==> config.mk <==
export PLATFORM = sky130hd
export DESIGN_NAME = xpe_enable_select
export DESIGN_NICKNAME = d
export VERILOG_FILES = /design/src/core/xpe_pkg.sv /design/src/core/xpe_lock_reg.sv /design/src/core/xpe_enable_select.sv
export VERILOG_INCLUDE_DIRS = /design/src /design/src/core
export SDC_FILE = /design/constraint.sdc
export NUM_CORES = 1
export LEC_CHECK = 0
export ABC_AREA = 1
export BUFFER_PORTS_ARGS = -buffer_cell sky130_fd_sc_hd__buf_4
export CAP_MARGIN = 40
export CELL_PAD_IN_SITES_DETAIL_PLACEMENT = 0
export CELL_PAD_IN_SITES_GLOBAL_PLACEMENT = 1
export CORE_MARGIN = 1
export CORE_UTILIZATION = 31
export CTS_CLUSTER_DIAMETER = 200
export DETAILED_ROUTE_END_ITERATION = 16
export HOLD_SLACK_MARGIN = 0.1
export PLACE_DENSITY = 0.91
export SLEW_MARGIN = 20
export SYNTH_ARGS = -nofsm -noshare
export SYNTH_HDL_FRONTEND = slang
export SYNTH_SLANG_ARGS = --single-unit
==> constraint.sdc <==
create_clock -name clk -period 1.7 [get_ports clk]
set_clock_uncertainty 0.2 [all_clocks]
set_input_delay 0.34 -clock clk [delete_from_list [all_inputs] [get_ports clk]]
set_output_delay 0.34 -clock clk [all_outputs]
set_load 0.05 [all_outputs]
==> src/core/xpe_cfg.svh <==
// constants for the extension peripheral enable register and its address windows
`ifndef XPE_CFG_SVH
`define XPE_CFG_SVH

`define XPE_ADDR_W        16
`define XPE_DATA_W        16
`define XPE_ACC_W         24
`define XPE_EN_W          5
`define XPE_ENSEL_OFFSET  16'hf024
`define XPE_ENSEL_RESET   5'h05
`define XPE_ZERO_DATA     16'h0000
`define XPE_ZERO_ACC      24'h00_0000

`define XPE_CAN1_LO       24'h00_ef00
`define XPE_CAN1_HI       24'h00_efff
`define XPE_CAN2_LO       24'h00_ee00
`define XPE_CAN2_HI       24'h00_eeff
`define XPE_PWM_LO        24'h00_ec00
`define XPE_PWM_HI        24'h00_ecff
`define XPE_SHARED_LO     24'h00_ec00
`define XPE_SHARED_HI     24'h00_efff

`define XPE_EXTENSION_RAM_LO       24'h00_c000
`define XPE_EXTENSION_RAM_HI       24'h00_ffff
`define XPE_AUX_LO        24'h00_e000
`define XPE_AUX_HI        24'h00_e7ff

`endif

==> src/core/xpe_pkg.sv <==
// types shared by the extension peripheral enable block
package xpe_pkg;

	typedef struct packed
	{
		logic pwm;
		logic auxGroup;
		logic extRam;
		logic secondCan;
		logic firstCan;
	} xpe_enables_t;

	typedef enum logic [2:0]
	{
		TGT_OTHER   = 3'b000,
		TGT_CAN1    = 3'b001,
		TGT_CAN2    = 3'b010,
		TGT_EXTENSION_RAM    = 3'b011,
		TGT_AUX     = 3'b100,
		TGT_PWM     = 3'b101,
		TGT_EXT     = 3'b110,
		TGT_BLOCKED = 3'b111
	} xpe_target_t;

	typedef enum logic
	{
		LOCK_OPEN   = 1'b0,
		LOCK_FROZEN = 1'b1
	} xpe_lock_t;

	typedef struct packed
	{
		logic                 done;
		xpe_target_t          target;
		logic                 external;
		logic [23:0]          addr;
	} xpe_route_t;

endpackage : xpe_pkg

==> src/core/xpe_lock_reg.sv <==
// enable register storage with the freeze after global enabling
`include "xpe_cfg.svh"

module xpe_lock_reg
(
	input  wire logic                  clk,
	input  wire logic                  resetn,
	input  wire logic                  wrStrobe,
	input  wire logic [`XPE_EN_W-1:0]  wrData,
	input  wire logic                  globalXperEnable,
	output xpe_pkg::xpe_enables_t      enables,
	output logic                       locked,
	output logic                       wrIgnored
);

	xpe_pkg::xpe_lock_t lock_reg;
	logic               frozenNow;

	// the write that meets the first set of the global enable is already refused
	assign frozenNow = (lock_reg == xpe_pkg::LOCK_FROZEN) || globalXperEnable;

	// ************************************************
	// lock state
	// ************************************************
	always_ff @(posedge clk or negedge resetn)
	begin
		if (!resetn)
			lock_reg <= xpe_pkg::LOCK_OPEN;
		else
		begin
			case (lock_reg)
				xpe_pkg::LOCK_OPEN:
					if (globalXperEnable)
						lock_reg <= xpe_pkg::LOCK_FROZEN;
				xpe_pkg::LOCK_FROZEN:
					lock_reg <= xpe_pkg::LOCK_FROZEN;
				default:
					lock_reg <= xpe_pkg::LOCK_FROZEN;
			endcase
		end
	end

	// ************************************************
	// enable bits
	// ************************************************
	always_ff @(posedge clk or negedge resetn)
	begin
		if (!resetn)
			enables <= xpe_pkg::xpe_enables_t'(`XPE_ENSEL_RESET);
		else if (wrStrobe && !frozenNow)
			enables <= xpe_pkg::xpe_enables_t'(wrData);
	end

	always_ff @(posedge clk or negedge resetn)
	begin
		if (!resetn)
			locked <= 1'b0;
		else
			locked <= frozenNow;
	end

	// refused write leaves no error, only this status pulse
	always_ff @(posedge clk or negedge resetn)
	begin
		if (!resetn)
			wrIgnored <= 1'b0;
		else
			wrIgnored <= wrStrobe && frozenNow;
	end

endmodule : xpe_lock_reg

==> src/core/xpe_enable_select.sv <==
// extension peripheral enable register and access routing
// How it works
// with the first CAN enable clear its unit is blocked and port 4 bits 5 and 6 are free.
// the first CAN window goes external only when both CAN and the PWM enables are clear.
// with the second CAN enable clear its unit is blocked and port 4 bits 4 and 7 are free.
// the second CAN window goes external only when both CAN and the PWM enables are clear.
// with the extension RAM enable clear its accesses become external accesses.
// bit 3 enables both aux ports, the aux timer and the ADC mux together, else external.
// with the PWM enable clear its window goes external only if both CAN enables are clear.
// with both CAN and PWM off the whole shared window goes to the external bus interface.
// after reset the register reads 05h, first CAN and extension RAM on, the rest off.
// once the global extension enable is set the register can no longer change.
// late writes are dropped silently, reads always return the bits, upper bits zero.
//
// The strobed register port was decided locally.
`include "xpe_cfg.svh"

module xpe_enable_select
#(
	parameter logic [`XPE_ACC_W-1:0] EXTENSION_RAM_LO = `XPE_EXTENSION_RAM_LO,
	parameter logic [`XPE_ACC_W-1:0] EXTENSION_RAM_HI = `XPE_EXTENSION_RAM_HI,
	parameter logic [`XPE_ACC_W-1:0] AUX_LO  = `XPE_AUX_LO,
	parameter logic [`XPE_ACC_W-1:0] AUX_HI  = `XPE_AUX_HI
)
(
	input  wire logic                   clk,
	input  wire logic                   resetn,
	input  wire logic [`XPE_ADDR_W-1:0] regAddr,
	input  wire logic [`XPE_DATA_W-1:0] regWrData,
	input  wire logic                   regWrStrobe,
	input  wire logic                   regRdStrobe,
	output logic      [`XPE_DATA_W-1:0] regRdData,
	input  wire logic                   globalXperEnable,
	input  wire logic                   accValid,
	input  wire logic [`XPE_ACC_W-1:0]  accAddr,
	output xpe_pkg::xpe_route_t         accRoute,
	output logic                        firstCanSel,
	output logic                        secondCanSel,
	output logic                        extRamSel,
	output logic                        auxGroupSel,
	output logic                        extPwmSel,
	output logic                        accBlocked,
	output xpe_pkg::xpe_enables_t       enables,
	output logic                        port4Bit4Gpio,
	output logic                        port4Bit5Gpio,
	output logic                        port4Bit6Gpio,
	output logic                        port4Bit7Gpio,
	output logic                        xperLocked,
	output logic                        wrIgnored
);

	// ************************************************
	// helpers
	// ************************************************
	function automatic logic inWindow
	(
		input logic [`XPE_ACC_W-1:0] addr,
		input logic [`XPE_ACC_W-1:0] lo,
		input logic [`XPE_ACC_W-1:0] hi
	);
		inWindow = (addr >= lo) && (addr <= hi);
	endfunction : inWindow

	// route for a unit that owns a slice of the shared window
	function automatic xpe_pkg::xpe_target_t sharedRoute
	(
		input logic                  ownEnable,
		input logic                  anyShared,
		input xpe_pkg::xpe_target_t  own
	);
		if (ownEnable)
			sharedRoute = own;
		else if (anyShared)
			sharedRoute = xpe_pkg::TGT_BLOCKED;
		else
			sharedRoute = xpe_pkg::TGT_EXT;
	endfunction : sharedRoute

	// route for a unit with a window of its own
	function automatic xpe_pkg::xpe_target_t ownRoute
	(
		input logic                  ownEnable,
		input xpe_pkg::xpe_target_t  own
	);
		if (ownEnable)
			ownRoute = own;
		else
			ownRoute = xpe_pkg::TGT_EXT;
	endfunction : ownRoute

	// ************************************************
	// register port decode
	// ************************************************
	logic regHit;
	logic regWrite;
	logic regRead;

	assign regHit   = (regAddr == `XPE_ENSEL_OFFSET);
	assign regWrite = regWrStrobe && regHit;
	assign regRead  = regRdStrobe && regHit;

	// ************************************************
	// enable register
	// ************************************************
	xpe_pkg::xpe_enables_t enQ;
	logic                  lockedQ;
	logic                  ignoredQ;

	xpe_lock_reg u_lock_reg
	(
		.clk              (clk),
		.resetn           (resetn),
		.wrStrobe         (regWrite),
		.wrData           (regWrData[`XPE_EN_W-1:0]),
		.globalXperEnable (globalXperEnable),
		.enables          (enQ),
		.locked           (lockedQ),
		.wrIgnored        (ignoredQ)
	);

	assign enables    = enQ;
	assign xperLocked = lockedQ;
	assign wrIgnored  = ignoredQ;

	// ************************************************
	// read data, valid only in the cycle after the strobe
	// ************************************************
	logic [`XPE_DATA_W-1:0] rdData_next;

	always_comb
	begin
		rdData_next = `XPE_ZERO_DATA;
		if (regRead)
			rdData_next = {{(`XPE_DATA_W-`XPE_EN_W){1'b0}}, enQ};
	end

	always_ff @(posedge clk or negedge resetn)
	begin
		if (!resetn)
			regRdData <= `XPE_ZERO_DATA;
		else
			regRdData <= rdData_next;
	end

	// ************************************************
	// port 4 pin release
	// ************************************************
	always_ff @(posedge clk or negedge resetn)
	begin
		if (!resetn)
		begin
			port4Bit4Gpio <= 1'b0;
			port4Bit5Gpio <= 1'b0;
			port4Bit6Gpio <= 1'b0;
			port4Bit7Gpio <= 1'b0;
		end
		else
		begin
			port4Bit5Gpio <= !enQ.firstCan;
			port4Bit6Gpio <= !enQ.firstCan;
			port4Bit4Gpio <= !enQ.secondCan;
			port4Bit7Gpio <= !enQ.secondCan;
		end
	end

	// ************************************************
	// access routing
	// ************************************************
	logic                 anyShared;
	xpe_pkg::xpe_target_t target_next;

	// any of these keeps the whole shared window on chip
	assign anyShared = enQ.firstCan || enQ.secondCan || enQ.pwm;

	always_comb
	begin
		target_next = xpe_pkg::TGT_OTHER;
		if (inWindow(accAddr, `XPE_CAN1_LO, `XPE_CAN1_HI))
			target_next = sharedRoute(enQ.firstCan, anyShared, xpe_pkg::TGT_CAN1);
		else if (inWindow(accAddr, `XPE_CAN2_LO, `XPE_CAN2_HI))
			target_next = sharedRoute(enQ.secondCan, anyShared, xpe_pkg::TGT_CAN2);
		else if (inWindow(accAddr, `XPE_PWM_LO, `XPE_PWM_HI))
			target_next = sharedRoute(enQ.pwm, anyShared, xpe_pkg::TGT_PWM);
		else if (inWindow(accAddr, `XPE_SHARED_LO, `XPE_SHARED_HI))
		begin
			// gap between the PWM and second CAN slices
			if (anyShared)
				target_next = xpe_pkg::TGT_BLOCKED;
			else
				target_next = xpe_pkg::TGT_EXT;
		end
		else if (inWindow(accAddr, AUX_LO, AUX_HI))
			target_next = ownRoute(enQ.auxGroup, xpe_pkg::TGT_AUX);
		else if (inWindow(accAddr, EXTENSION_RAM_LO, EXTENSION_RAM_HI))
			target_next = ownRoute(enQ.extRam, xpe_pkg::TGT_EXTENSION_RAM);
	end

	// ************************************************
	// registered route
	// ************************************************
	always_ff @(posedge clk or negedge resetn)
	begin
		if (!resetn)
		begin
			accRoute.done     <= 1'b0;
			accRoute.target   <= xpe_pkg::TGT_OTHER;
			accRoute.external <= 1'b0;
			accRoute.addr     <= `XPE_ZERO_ACC;
		end
		else
		begin
			accRoute.done <= accValid;
			if (accValid)
			begin
				accRoute.target   <= target_next;
				// bus controller picks its config set by its own address match
				accRoute.external <= (target_next == xpe_pkg::TGT_EXT);
				accRoute.addr     <= accAddr;
			end
			else
			begin
				accRoute.target   <= xpe_pkg::TGT_OTHER;
				accRoute.external <= 1'b0;
			end
		end
	end

	// ************************************************
	// one-cycle unit selects
	// ************************************************
	always_ff @(posedge clk or negedge resetn)
	begin
		if (!resetn)
		begin
			firstCanSel  <= 1'b0;
			secondCanSel <= 1'b0;
			extPwmSel    <= 1'b0;
		end
		else
		begin
			firstCanSel  <= accValid && (target_next == xpe_pkg::TGT_CAN1);
			secondCanSel <= accValid && (target_next == xpe_pkg::TGT_CAN2);
			extPwmSel    <= accValid && (target_next == xpe_pkg::TGT_PWM);
		end
	end

	always_ff @(posedge clk or negedge resetn)
	begin
		if (!resetn)
		begin
			extRamSel   <= 1'b0;
			auxGroupSel <= 1'b0;
		end
		else
		begin
			extRamSel   <= accValid && (target_next == xpe_pkg::TGT_EXTENSION_RAM);
			auxGroupSel <= accValid && (target_next == xpe_pkg::TGT_AUX);
		end
	end

	// disabled unit inside a window still claimed on chip
	always_ff @(posedge clk or negedge resetn)
	begin
		if (!resetn)
			accBlocked <= 1'b0;
		else
			accBlocked <= accValid && (target_next == xpe_pkg::TGT_BLOCKED);
	end

endmodule : xpe_enable_select

==> results.md <==
* DRT Pass-1 Iters at 4
* Initial DRC Count at 66
* Core area at 0.006869 sq mm
* CTS resizes at 0
* Max-cap viol count at 0
* Mapped Cells at 265
* Largest Register: accRoute
* Clock power share at 27.4%
* Sw frac at 31.01%
* DIE AREA at 0.007560 sq mm
* Dpl hpwl at 4171 um
* Period utilization at 96.65%
* Slew headroom at 59.51%
* CTS tree: built
* Initial Utilization at 32.57%
* Internal at 1.761 mW
* Syn. warnings at 0
* Status: finished, final reports clean
* Seq pwr share at 48.8%
* CTS Buffer Depth at 2
* Total Wirelength at 5649 um
* Placed instance count at 462
* Worst Setup End Kind: output pin
* Buffer and inverter count on the worst path at 1
* F_max at 608.7 MHz
* Die Width at 86.95 um
* PortBufs at 101
* Mean Syn Cell Area at 8.442 sq um
* ANT cells at 0
* Critical-path cell list: buf_4
* Pin count of the biggest net entering global routing at 50
* GPL Wtd Cong at 0.7516
* Count leader, synth: nand2_1
* Logic pwr share at 23.8%
* Pwr dens at 752.5 mW/mm^2
* Synth unique cells at 26
* WS Path Type: flip-flop to output pin
* Max FFs per register at 29
* Sw power at 0.7916 mW
* Req. time, crit path at 1.16 ns
* Worst skew pair latency at 0.29 ns
* Post-synth top area share at 52.57%
* Startpoint types: flip-flop
* First-pass GRT wire length at 9308 um
* DRC violations left at 0
* Prevailing post-synth register cell: dfrtp_1
* Final instance area at 0.003392 sq mm
* RSZ-0062 raised after global routing: no
* WL/cell at 11.55 um
* Post-synthesis cell area at 0.002237 sq mm
* LEAKAGE at 1.760 nW
* Delay-heaviest family, CP: flip-flops
* Setup Viol. Count Final at 0
* Worst-margin pin slew at 0.6073 ns
* Via Count at 2108
* Non-filler cells in the finished layout at 489
* Initial antenna violation count at 0
* Slowest stage delay, CP at 0.59 ns
* Final worst slack at 0.05702 ns
* Num rows at 30
* Dpl cell area at 0.003105 sq mm
* CTS root buffer: clkbuf_8
* Yosys top cell by area: dfrtp_1
* Synth top area cells: dfrtp_1 (53%), nand2_1 (13%), nor2_1 (6.4%), buf_4 (4.7%), inv_1 (4.0%)
* #FFs+latches synth at 49
* Vias in the first global route at 2117
* Worst VDD drop at 0.0002677 V
* Total track usage at 15.97%
* HP Class: input pin to flip-flop
* Top Registers: accRoute (29), regRdData (5), u_lock_reg.enables (5)
* Max Slew Vio Count at 0
* Routed Antenna Nets at 0
* Vias per cell at 4.311
* Top cells by count, synth: nand2_1 (78), dfrtp_1 (47), nor2_1 (38)
* Num ports at 124
* CTS clock-pin slew for the worst setup and hold paths at 0.09 ns
* FFs w/ async S/R, synth at 100.0%
* Sequential area share after synthesis at 54.92%
* Fin crit period at 1.643 ns
* CP arrival at 1.10 ns
* Die Ht at 86.95 um
* Sink Count at 49
* EDFF count, synth at 0
* CP max FO at 5
* Crit path max-delay cell type: dfstp_2
* Util after Layout at 49.38%
* Final hold vios at 0
* # fillers at 668
* Fraction of layout instances using a drive strength above 1 at 34.61%
* CTS H-Tree Depth at 2
* Total grt overflow at 0
* Area growth syn-to-layout at 51.62%
* Overall power at 2.552 mW
* Nets at 454
* TritonCTS Buffers at 5
* Place WS at -0.1410 ns
[tightest hold or removal path: stages]
cell and delay [ns]:
buf_4 0.11, inv_1 0.06, o21ai_0 0.08
[kinds of logic after synthesis]
family	count (synthesis)	share of synthesized area [%]
AO/OA/AOI/OAI	22	5.593
AND/OR/NAND/NOR	146	29.08
other	1	0.1676
flip-flops	49	54.92
buffers and inverters	47	10.23
[routing by layer]
| metal | routed length [um] | global-route usage, % | part of all wire, % |
|---|---|---|---|
| met1 | 2306 | 18.31 | 41 |
| met2 | 2862 | 28.70 | 51 |
| met3 | 374 | 4.455 | 6.6 |
| met4 | 106 | 5.000 | 1.9 |
| met5 | 0 | 0 | 0 |
[layout by cell type, fill, tap and decap left out, types with 6 or more instances in the layout]
master and n:
o21ai_1 7, dfrtp_1 47, nand2_1 78, inv_1 24
o21ai_0 10, clkbuf_8 6, buf_4 108, conb_1 11
nor2_1 38, nand4_1 6, dlygate4sd3_1 19, nand3_1 8
[worst paths after layout]
| check | end | cells past startpoint | slack (ns) | startpoint |
|---|---|---|---|---|
| worst max-delay path | enables[0] | 1 | 0.06 | u_lock_reg.enables[0] |
| worst min-delay path | accRoute[22] | 3 | 0.14 | accAddr[22] |
| min in group asynchronous | accRoute[21] | 2 | 0.38 | resetn |
| max in group asynchronous | regRdData[2] | 2 | 0.50 | resetn |
| worst min register to register | accRoute[11] | 2 | 0.28 | accRoute[11] |
| worst max register to register | accRoute[24] | 5 | 0.14 | u_lock_reg.enables[1] |
[power by group through the flow]
stage	logic, mW	clock network, mW	registers (mW)
final	0.607	0.701	1.25
after global routing	0.654	0.779	1.25
after CTS	0.611	0.735	1.24
after detailed placement	0.576	0	1.27
after global placement	0.570	0	1.27
after floorplan	0.162	0	1.45
[cell type report]
| type | count | area [sq um] | area share [%] |
|---|---|---|---|
| flip-flops and latches | 49 | 1229 | 36.22 |
| repair buffers | 128 | 1021 | 30.10 |
| multi-input cells | 179 | 817.0 | 24.09 |
| well taps | 96 | 120.1 | 3.541 |
| inverters | 29 | 108.9 | 3.209 |
| clock buffers | 6 | 82.58 | 2.435 |
| clock inverters | 2 | 13.76 | 0.4058 |
[metrics by stage]
step,setup TNS [ns],hold WS [ns]
4_1_cts,0,0.1243
2_1_floorplan,0,-0.1556
5_1_grt,0,0.1326
6_report,0,0.1359
3_3_place_gp,-0.7587,0.1873
3_5_place_dp,-0.9583,0.2000
[what timing repair did]
action	4_1_cts	5_1_grt
hold buffers	19	0
buffers inserted	0	0
endpoints found under the hold margin	65	0
setup endpoints to repair	0	1
No activity file was read; power rests on OpenSTA's default activity.
